## src/rtl/fesp_defs.vh

```
`ifndef FESP_DEFS_VH
`define FESP_DEFS_VH
// =========================================
// Controller register map (word index on the local port)
`define FESP_REG_CMD 4'h0
`define FESP_REG_STATUS 4'h1
`define FESP_REG_ADDR 4'h2
`define FESP_REG_WDATA 4'h3
`define FESP_REG_RDATA 4'h4
`define FESP_REG_CTRL 4'h5
// Command register codes
`define FESP_CMD_CHIP_ERASE 3'h1
`define FESP_CMD_SUSPEND 3'h2
`define FESP_CMD_READ 3'h3
`define FESP_CMD_RESET 3'h4
// Flash command codes and addresses
`define FESP_FL_ADDR_555 20'h0_0555
`define FESP_FL_ADDR_2AA 20'h0_02AA
`define FESP_FL_DATA_AA 16'h00AA
`define FESP_FL_DATA_55 16'h0055
`define FESP_FL_DATA_80 16'h0080
`define FESP_FL_DATA_10 16'h0010
`define FESP_FL_DATA_B0 16'h00B0
// Status bit positions in flash data
`define FESP_BIT_POLL 7
`define FESP_BIT_TOGGLE 6
`define FESP_BIT_SECTOR 2
// Status register bits
`define FESP_ST_BUSY 0
`define FESP_ST_DONE 1
`define FESP_ST_ERR 2
`define FESP_ST_REFUSED 3
`define FESP_ST_RDY 4
// Timing in ns and cycles at 100 ns period
`define FESP_CLK_NS 100
`define FESP_PULSE_NS 200
`define FESP_PULSE_CYC ((`FESP_PULSE_NS + `FESP_CLK_NS - 1) / `FESP_CLK_NS)
`define FESP_SETTLE_NS 1000
`define FESP_SETTLE_CYC ((`FESP_SETTLE_NS + `FESP_CLK_NS - 1) / `FESP_CLK_NS)
`define FESP_RST_PULSE_NS 1000
`define FESP_RST_PULSE_CYC ((`FESP_RST_PULSE_NS + `FESP_CLK_NS - 1) / `FESP_CLK_NS)
`define FESP_RST_REC_NS 1000
`define FESP_RST_REC_CYC ((`FESP_RST_REC_NS + `FESP_CLK_NS - 1) / `FESP_CLK_NS)
`define FESP_NSEQ 6
`endif

```

## src/rtl/fesp_host.v

```verilog
`timescale 1ns/1ps
`default_nettype none
`include "fesp_defs.vh"
module fesp_host
(
   // Clock and reset
   input wire mclk_in,
   input wire resetn_in,
   // Local register port
   input wire [3:0] addr_in,
   input wire [15:0] wdata_in,
   input wire wr_in,
   input wire rd_in,
   output reg [15:0] rdata_out,
   // Flash pins
   output reg [19:0] fl_addr_out,
   input wire [15:0] fl_dq_in,
   output reg [15:0] fl_dq_out,
   output reg fl_dq_oe_n_out,
   output reg fl_ce_n_out,
   output reg fl_we_n_out,
   output reg fl_oe_n_out,
   output reg fl_rst_n_out,
   output reg fl_wp_n_out,
   input wire ready_busy_n_in
);
   // =========================================
   // States
   localparam S_IDLE = 8'h01;
   localparam S_WLOW = 8'h02;
   localparam S_WHIGH = 8'h04;
   localparam S_RLOW = 8'h08;
   localparam S_RHIGH = 8'h10;
   localparam S_SETTLE = 8'h20;
   localparam S_RST = 8'h40;
   localparam S_REC = 8'h80;

   reg [7:0] state;
   reg [2:0] seq_idx;
   reg [2:0] seq_len;
   reg [3:0] cnt;
   reg [1:0] confirm;
   reg polling;
   reg single_read;
   reg toggle_prev;
   reg have_prev;
   reg busy;
   reg done;
   reg err;
   reg refused;
   reg [19:0] user_addr;
   reg [15:0] user_wdata;
   reg [15:0] last_read;

   // Sequence table: address of each write
   function [19:0] seq_addr;
      input [2:0] idx;
      begin
         case (idx)
            3'h1: seq_addr = `FESP_FL_ADDR_2AA;
            3'h4: seq_addr = `FESP_FL_ADDR_2AA;
            default: seq_addr = `FESP_FL_ADDR_555;
         endcase
      end
   endfunction

   // Sequence table: data of each write; short sequence is suspend
   function [15:0] seq_data;
      input [2:0] idx;
      input [2:0] len;
      begin
         if (len == 3'h1)
            seq_data = `FESP_FL_DATA_B0;
         else
         begin
            case (idx)
               3'h0: seq_data = `FESP_FL_DATA_AA;
               3'h1: seq_data = `FESP_FL_DATA_55;
               3'h2: seq_data = `FESP_FL_DATA_80;
               3'h3: seq_data = `FESP_FL_DATA_AA;
               3'h4: seq_data = `FESP_FL_DATA_55;
               default: seq_data = `FESP_FL_DATA_10;
            endcase
         end
      end
   endfunction

   wire cmd_wr = wr_in && (addr_in == `FESP_REG_CMD);

   // =========================================
   // Register reads, one cycle later
   always @(posedge mclk_in or negedge resetn_in)
   begin
      if (!resetn_in)
         rdata_out <= 16'h0000;
      else if (rd_in)
      begin
         case (addr_in)
            `FESP_REG_STATUS: rdata_out <= {11'h000, ready_busy_n_in, refused, err, done, busy};
            `FESP_REG_ADDR: rdata_out <= user_addr[15:0];
            `FESP_REG_WDATA: rdata_out <= user_wdata;
            `FESP_REG_RDATA: rdata_out <= last_read;
            `FESP_REG_CTRL: rdata_out <= {15'h0000, fl_wp_n_out};
            default: rdata_out <= 16'h0000;
         endcase
      end
      else
         rdata_out <= 16'h0000;
   end

   // =========================================
   // Flash sequencer
   always @(posedge mclk_in or negedge resetn_in)
   begin
      if (!resetn_in)
      begin
         state <= S_IDLE;
         seq_idx <= 3'h0;
         seq_len <= 3'h0;
         cnt <= 4'h0;
         confirm <= 2'h0;
         polling <= 1'b0;
         single_read <= 1'b0;
         toggle_prev <= 1'b0;
         have_prev <= 1'b0;
         busy <= 1'b0;
         done <= 1'b0;
         err <= 1'b0;
         refused <= 1'b0;
         user_addr <= 20'h0_0000;
         user_wdata <= 16'h0000;
         last_read <= 16'h0000;
         fl_addr_out <= 20'h0_0000;
         fl_dq_out <= 16'h0000;
         fl_dq_oe_n_out <= 1'b1;
         fl_ce_n_out <= 1'b1;
         fl_we_n_out <= 1'b1;
         fl_oe_n_out <= 1'b1;
         fl_rst_n_out <= 1'b1;
         fl_wp_n_out <= 1'b1;
      end
      else
      begin
         // Local setup registers, ignored while busy
         if (wr_in && !busy && addr_in == `FESP_REG_ADDR)
            user_addr <= {4'h0, wdata_in};
         if (wr_in && !busy && addr_in == `FESP_REG_WDATA)
            user_wdata <= wdata_in;
         if (wr_in && !busy && addr_in == `FESP_REG_CTRL)
            fl_wp_n_out <= wdata_in[0];
         if (cmd_wr && polling && wdata_in[2:0] == `FESP_CMD_RESET)
         begin
            fl_rst_n_out <= 1'b0;
            fl_ce_n_out <= 1'b1;
            fl_oe_n_out <= 1'b1;
            cnt <= 4'h0;
            state <= S_RST;
         end
         else
         case (state)
            S_IDLE:
            begin
               fl_ce_n_out <= 1'b1;
               fl_we_n_out <= 1'b1;
               fl_oe_n_out <= 1'b1;
               fl_dq_oe_n_out <= 1'b1;
               if (cmd_wr)
               begin
                  busy <= 1'b1;
                  done <= 1'b0;
                  err <= 1'b0;
                  refused <= 1'b0;
                  cnt <= 4'h0;
                  seq_idx <= 3'h0;
                  have_prev <= 1'b0;
                  confirm <= 2'h0;
                  polling <= 1'b0;
                  single_read <= 1'b0;
                  case (wdata_in[2:0])
                     `FESP_CMD_CHIP_ERASE:
                     begin
                        if (!fl_wp_n_out)
                        begin
                           refused <= 1'b1;
                           busy <= 1'b0;
                        end
                        else
                        begin
                           seq_len <= 3'h6;
                           state <= S_WLOW;
                        end
                     end
                     `FESP_CMD_SUSPEND:
                     begin
                        seq_len <= 3'h1;
                        state <= S_WLOW;
                     end
                     `FESP_CMD_READ:
                     begin
                        single_read <= 1'b1;
                        fl_addr_out <= user_addr;
                        state <= S_RLOW;
                     end
                     `FESP_CMD_RESET:
                     begin
                        fl_rst_n_out <= 1'b0;
                        state <= S_RST;
                     end
                     default:
                     begin
                        busy <= 1'b0;
                        refused <= 1'b1;
                     end
                  endcase
               end
            end
            // select and strobe low, gate high
            S_WLOW:
            begin
               fl_addr_out <= seq_addr(seq_idx);
               fl_dq_out <= seq_data(seq_idx, seq_len);
               fl_dq_oe_n_out <= 1'b0;
               fl_oe_n_out <= 1'b1;
               fl_ce_n_out <= 1'b0;
               fl_we_n_out <= 1'b0;
               if (cnt == `FESP_PULSE_CYC)
               begin
                  cnt <= 4'h0;
                  fl_we_n_out <= 1'b1;
                  state <= S_WHIGH;
               end
               else
                  cnt <= cnt + 4'h1;
            end
            S_WHIGH:
            begin
               fl_ce_n_out <= 1'b1;
               if (cnt == `FESP_PULSE_CYC)
               begin
                  cnt <= 4'h0;
                  fl_dq_oe_n_out <= 1'b1;
                  if (seq_idx == seq_len - 3'h1)
                  begin
                     if (seq_len == 3'h1)
                     begin
                        busy <= 1'b0;
                        done <= 1'b1;
                        state <= S_IDLE;
                     end
                     else
                     begin
                        polling <= 1'b1;
                        fl_addr_out <= user_addr;
                        state <= S_RLOW;
                     end
                  end
                  else
                  begin
                     seq_idx <= seq_idx + 3'h1;
                     state <= S_WLOW;
                  end
               end
               else
                  cnt <= cnt + 4'h1;
            end
            S_RLOW:
            begin
               fl_ce_n_out <= 1'b0;
               fl_oe_n_out <= 1'b0;
               if (cnt == `FESP_PULSE_CYC)
               begin
                  cnt <= 4'h0;
                  last_read <= fl_dq_in;
                  fl_oe_n_out <= 1'b1;
                  fl_ce_n_out <= 1'b1;
                  state <= S_RHIGH;
               end
               else
                  cnt <= cnt + 4'h1;
            end
            S_RHIGH:
            begin
               state <= S_RLOW;
               have_prev <= 1'b1;
               toggle_prev <= last_read[`FESP_BIT_TOGGLE];
               if (single_read)
               begin
                  busy <= 1'b0;
                  done <= 1'b1;
                  state <= S_IDLE;
               end
               else if (have_prev && toggle_prev == last_read[`FESP_BIT_TOGGLE])
               begin
                  if (last_read[`FESP_BIT_POLL] && confirm == 2'h2)
                  begin
                     cnt <= 4'h0;
                     state <= S_SETTLE;
                  end
                  else if (last_read[`FESP_BIT_POLL])
                     confirm <= confirm + 2'h1;
                  else
                     confirm <= 2'h0;
               end
               else
                  confirm <= 2'h0;
            end
            S_SETTLE:
            begin
               if (cnt == `FESP_SETTLE_CYC)
               begin
                  polling <= 1'b0;
                  busy <= 1'b0;
                  done <= 1'b1;
                  state <= S_IDLE;
               end
               else
                  cnt <= cnt + 4'h1;
            end
            S_RST:
            begin
               if (cnt == `FESP_RST_PULSE_CYC)
               begin
                  cnt <= 4'h0;
                  fl_rst_n_out <= 1'b1;
                  state <= S_REC;
               end
               else
                  cnt <= cnt + 4'h1;
            end
            S_REC:
            begin
               if (cnt == `FESP_RST_REC_CYC)
               begin
                  err <= polling;
                  polling <= 1'b0;
                  busy <= 1'b0;
                  done <= 1'b1;
                  state <= S_IDLE;
               end
               else
                  cnt <= cnt + 4'h1;
            end
            default:
               state <= S_IDLE;
         endcase
      end
   end
endmodule
`default_nettype wire

```

## config.mk

```make
export PLATFORM = sky130hd
export DESIGN_NAME = fesp_host
export DESIGN_NICKNAME = d
export VERILOG_FILES = /design/src/rtl/fesp_host.v
export VERILOG_INCLUDE_DIRS = /design/src /design/src/rtl
export SDC_FILE = /design/constraint.sdc
export NUM_CORES = 1
export LEC_CHECK = 0
export BUFFER_PORTS_ARGS = -buffer_cell sky130_fd_sc_hd__buf_2
export CORE_ASPECT_RATIO = 0.7
export CORE_MARGIN = 2
export CORE_UTILIZATION = 57
export CTS_CLUSTER_SIZE = 8
export DETAILED_ROUTE_END_ITERATION = 6
export GPL_TIMING_DRIVEN = 0
export PLACE_DENSITY = 0.8
export SYNTH_ARGS = -nofsm -noshare
export SYNTH_HDL_FRONTEND = slang
export SYNTH_SLANG_ARGS = --single-unit
```

## constraint.sdc

```tcl
create_clock -name mclk_in -period 2.57 [get_ports mclk_in]
set_clock_uncertainty 0.15 [all_clocks]
set_input_delay 0.3855 -clock mclk_in [delete_from_list [all_inputs] [get_ports mclk_in]]
set_output_delay 0.3855 -clock mclk_in [all_outputs]
set_load 0.03 [all_outputs]
```

* Word-level counts from Yosys, hierarchy flattened
Index checks and enable logic that the tools add are counted.
** Operators by class
- $add $sub $neg :: 4
- Multiply operators :: 0
- Div/mod/pow operators :: 0
- Magnitude comparators :: 0
- Eq/ne operators :: 53
- Shift operators :: 0
- Muxes and demuxes :: 85
- Bitwise logic cells :: 1
- Reduce and logical (&&, ||, !) cells :: 48
** Operators with widths (number)
- $mux W20 :: 5
- $mux W8 :: 10
- $pmux W16 S5 :: 1
- $pmux W20 S3 :: 1
- $pmux W8 S7 :: 1
- $mux W4 :: 9
- $ne A3 B3 Y1 const B :: 11
- $pmux W8 S4 :: 1
- $mux W1 :: 26
- $pmux W8 S3 :: 1
- $ne A2 B2 Y1 const B :: 10
- $pmux W4 S5 :: 1
- $mux W6 :: 3
- $mux W16 :: 1
- $reduce_and A8 Y1 :: 2
- $reduce_and A5 Y1 :: 3
- $pmux W1 S2 :: 7
- $reduce_and A7 Y1 :: 2
- $eq A3 B2 Y1 const B :: 4
- $eq A4 B2 Y1 const B :: 3
- $mux W3 :: 4
- $pmux W3 S2 :: 2
- $reduce_and A3 Y1 :: 4
- $reduce_bool A3 Y1 :: 4
- other kinds (42) :: 75
** Storage, ports and cells
- Bits in registers :: 134
- Latch bits :: 0
- Memory bits (writable) :: 0
- Bits in read-only memories :: 0
- Bits of input ports :: 41
- Output and inout port bits :: 58
- Memories :: 0

* Longest topological paths before layout
- Depth after elaboration :: 7
- Gate-level depth with buffers :: 10
- Mapped depth without buffers :: 8

* Least setup slack after synthesis
Ideal clock, no wire load.
- Path kind :: register -> register
- Start :: register seq_len[0]
- End :: register fl_addr_out[1]
- Library setup time :: 0.125 ns
- Data arrival time :: 2.055 ns
- Data required time :: 2.295 ns
- Slack :: 0.240 ns
- Cell stages (with the launch flop) :: 9
- Period minus slack after synthesis :: 2.330 ns
- Path through :: dfrtp_1 -> ha_1 -> buf_2 -> xnor2_1 -> nor3_2 -> a21o_1 -> nand2_1 -> nor3_4 -> mux2_2
** On the way
- Cells in the longest elaborated chain, start to end :: 4
** RTL lines
- start: declaration :: line fesp_host.v:40 : reg [2:0] seq_len;
- start signal: assignment :: line fesp_host.v:119 : seq_len <= 3'h0;
- start signal: assignment :: line fesp_host.v:189 : seq_len <= 3'h6;
- start signal: assignment :: line fesp_host.v:195 : seq_len <= 3'h1;
- $sub A3 B1 Y3 :: line fesp_host.v:242 : if (seq_idx == seq_len - 3'h1)
- $eq A3 B3 Y1 :: line fesp_host.v:242
- $ne A2 B2 Y1 (no source line)
- $reduce_and A7 Y1 (no source line) *
- end signal: assignment :: line fesp_host.v:201 : fl_addr_out <= user_addr;
- end signal: assignment :: line fesp_host.v:220 : fl_addr_out <= seq_addr(seq_idx);
- end signal: assignment :: line fesp_host.v:253 : fl_addr_out <= user_addr;
- end: declaration :: line fesp_host.v:16 : output reg [19:0] fl_addr_out,
Every way passes the cells marked *; elsewhere a longest branch is shown, timed or not.
A chain may end at the register's enable or synchronous reset.

* Worst setup path after layout
- Start :: register cnt[0]
- End :: register state[7]
** On the way
- Cells in the longest elaborated chain, start to end :: 3
** RTL lines
- start: declaration :: line fesp_host.v:41 : reg [3:0] cnt;
- start signal: assignment :: line fesp_host.v:233 : cnt <= cnt + 4'h1;
- start signal: assignment :: line fesp_host.v:264 : cnt <= cnt + 4'h1;
- start signal: assignment :: line fesp_host.v:279 : cnt <= cnt + 4'h1;
- $eq A4 B2 Y1 (no source line) / $eq A4 B4 Y1 (equally long branches)
- $ne A3 B3 Y1 (no source line) / $ne A3 B1 Y1 (equally long branches)
- $reduce_and A8 Y1 (no source line) *
- end signal: assignment :: line fesp_host.v:117 : state <= S_IDLE;
- end signal: assignment :: line fesp_host.v:157 : state <= S_RST;
- end signal: assignment :: line fesp_host.v:190 : state <= S_WLOW;
- end: declaration :: line fesp_host.v:38 : reg [7:0] state;
Marks and branches as above.

==> results.py <==
metrics = {
    "status": {
        "run_status": "finished, violations left",
        "violations": "design-rule violations",
    },
    "sta": {
        "fin_crit_ns": 2.484,
        "tightest_slew_ns": 0.6871,
        "setup_viol": 0,
        "hold_violations": 0,
        "holdWs_ns": 0.008740,
        "maxSlewViolCount": 0,
        "fmax_mhz": 402.5,
        "tns_ns": 0,
        "fin_ws_ns": 0.08555,
        "relSlewSlack_pct": 54.19,
        "finalCritPeriodShare_pct": 96.67,
    },
    "hold_path": {
        "min_from": "fl_dq_in[14]",
        "min_path_type": "input port to flop",
        "min_path_cells": 3,
    },
    "layout": {
        "nets": 777,
        "multi_input_area_um2": 2945,
        "fill_cells": 724,
        "area.growth.synth_to_final_pct": 24.67,
        "diodes": 0,
        "fin_util_pct": 73.82,
        "ff_latch_area_um2": 2963,
        "drive_gt1_share_pct": 33.78,
    },
    "critical_path": {
        "reg2reg_from": "cnt[0]",
        "crit_required_ns": 2.72,
        "crit_start": "cnt[0]",
        "path_cells": "inv_1, ha_1, nor3b_4, buf_12, o22ai_2, mux2i_1, o211ai_1, a21o_1, buf_4, a21o_1",
        "cp_common_cell": "a21o_1",
        "cp_top_family": "compound AO/OA/AOI/OAI gates",
        "cp.depth": 10,
        "end_kind": "flop",
        "crit_type": "flop to flop",
        "critPathSlowestCell": "dfrtp_1",
        "worstPathArrival_ns": 2.64,
        "path_buf_inv": 3,
        "r2r_cells": 10,
        "cp_max_fo": 9,
        "critPathMaxStageDelay_ns": 0.40,
        "startpoint_type": "flop",
    },
    "global_routing": {
        "antenna_found_initial": 0,
        "gr-total-overflow": 0,
        "grt_use_total_pct": 31.02,
        "grt_pass1_vias": 5132,
        "grt_pass1_wl_um": 27610,
        "grt_max_degree": 74,
    },
    "floorplanning": {
        "die_area_um2": 11700,
        "start_util_pct": 59.22,
        "ios": 99,
        "die_y_um": 91.11,
        "rows": 31,
        "die_width_um": 128.4,
        "coreArea_um2": 10430,
    },
    "route": {
        "wl_um": 17490,
        "vias": 5242,
        "drcViolationCount": 2,
        "drtIter0Drc": 557,
        "vias_per_cell": 6.011,
        "postRouteAntennaNets": 0,
        "first_pass_iters": 7,
        "avgRoutedWirePerCell_um": 20.05,
    },
    "cts": {
        "cts_root_buf": "clkbuf_16",
        "cts_tree": "yes",
        "htreeDepth": 4,
        "clock-sinks": 118,
        "clock_latency_ns": 0.42,
        "clk_pin_slew_worst_paths_ns": 0.06,
        "cts_buffers": 17,
        "clock_path_buffers": 2,
    },
    "yosys": {
        "ys_types": 73,
        "async_flop_share_pct": 100.0,
        "netlist_instances": 602,
        "yosysWarningCount": 0,
        "yosysSeqAreaShare_pct": 47.93,
        "synth_edf_count": 0,
        "syn_area_um2": 6178,
        "ys_ff_latch": 118,
        "synth.avg_cell_area_um2": 10.26,
        "synth_ff_type": "dfrtp_1",
    },
    "placed_design": {
        "pre_cts_slack_ns": -0.4629,
        "gp_congestion": 0.9469,
        "hpwl_um": 12130,
        "port_buffers": 80,
    },
    "flow_run": {
        "cap_violations": 0,
    },
    "power": {
        "cellLeakagePower_nw": 3.641,
        "power_density_nw_per_um2": 1036,
        "peakVddDrop_v": 0.0005061,
    },
}
metal layers:
layer	part of all wire, %	vias to the layer above	GRT usage (%)	wire [µm]
met5	0	-	0	0
met4	2.1	0	11.36	364
met3	9.8	37	9.664	1711
met2	43	298	44.02	7555
met1	45	2544	44.75	7854
li1	-	2363	-	-
cells in the mapped netlist (4+ instances only):
master | count | share of area (%)
clkbuf_1 | 15 | 0.91
nor4_1 | 4 | 0.40
nand2_1 | 87 | 5.3
o21a_1 | 6 | 0.73
a222oi_1 | 12 | 1.9
nor2b_1 | 5 | 0.51
o21ai_0 | 21 | 1.7
buf_4 | 16 | 1.9
buf_2 | 12 | 0.97
buf_6 | 5 | 0.91
dfstp_2 | 7 | 3.0
nor2_1 | 56 | 3.4
nor3_1 | 13 | 1.1
ha_1 | 9 | 1.8
xnor2_1 | 7 | 0.99
a22oi_1 | 4 | 0.49
dfrtp_1 | 111 | 45
xor2_1 | 5 | 0.71
nand2b_1 | 5 | 0.51
a21o_1 | 5 | 0.61
inv_1 | 22 | 1.3
a41oi_1 | 4 | 0.57
mux2i_1 | 12 | 1.9
o22ai_1 | 6 | 0.61
and3_1 | 5 | 0.51
nand3_1 | 8 | 0.65
a21oi_1 | 18 | 1.5
a221oi_1 | 5 | 0.71
mux2_2 | 44 | 8.0
nand4b_1 | 6 | 0.85
metrics by stage:
step	instances	cell area, µm²	power [mW]
6_report	872	7702	7.979
5_1_grt	872	7702	8.326
4_1_cts	863	7548	7.799
3_5_place_dp	826	6819	5.060
3_3_place_gp	825	6785	4.953
2_1_floorplan	613	6220	4.335
final timing paths:
path	slack (ns)	to
worst max-delay path	0.09	state[7]
worst min-delay path	0.009	last_read[14]
worst max register to register	0.09	state[7]
worst min register to register	0.34	last_read[5]
max in group asynchronous	1.24	fl_wp_n_out
min in group asynchronous	0.31	cnt[0]
layout by cell type, fill, tap and decap left out, types with 14 or more instances in the layout:
master       n
nand2_1     87
dfrtp_1    110
inv_1       22
mux2_2      44
clkbuf_16   17
clkbuf_1    14
buf_4       28
buf_2       91
a21oi_1     18
o21ai_0     20
nor2_1      53
flip-flops by register name, summed over array words and instances (netlist names), 2 cells and up:
name	count
user_wdata	16
user_addr	16
fl_dq_out	5
cnt	4
rdata_out	16
seq_idx	3
last_read	16
state	8
confirm	2
seq_len	2
fl_addr_out	16
layout make-up:
class	count	share of cell area [%]
Buffer	50	4.142
Clock buffer	18	5.572
Clock inverter	14	2.908
Inverter	22	1.072
Multi-Input combinational cell	422	38.24
Sequential cell	118	38.47
Tap cell	132	2.144
Timing Repair Buffer	96	7.456
repair_timing:
action	4_1_cts	5_1_grt
hold buffers	1	0
setup endpoints to repair	37	29
endpoints found under the hold margin	40	0
buffers inserted	4	10
gates resized for setup	5	17
pin swaps	3	6
worst register-to-register path: cells and delay by family, from the launching register on:
family	cells	cell delay (ns)
adders and majority gates	1	0.19
muxes	1	0.28
buffers and inverters	3	0.40
and+or+nand+nor	1	0.24
DFF	1	0.40
AOI/OAI and AO/OA	4	0.72
where the power goes:
part | switching (mW) | internal, mW
clock network | 0.913 | 1.73
logic | 1.59 | 1.10
registers | 0.335 | 2.32
kinds of logic (layout without fill, tap and decap cells):
group | count (synthesis) | after routing | share of synthesized area, %
mux | 57 | 57 | 10.15
xor+xnor | 12 | 12 | 1.701
buf+inv | 73 | 200 | 6.440
compound gates | 106 | 106 | 12.48
simple gates | 226 | 226 | 19.42
fa+ha+maj | 9 | 9 | 1.823
other cells | 1 | 12 | 0.06070
flops | 118 | 118 | 47.93
Note: power is estimated with default switching activity, not from simulation.
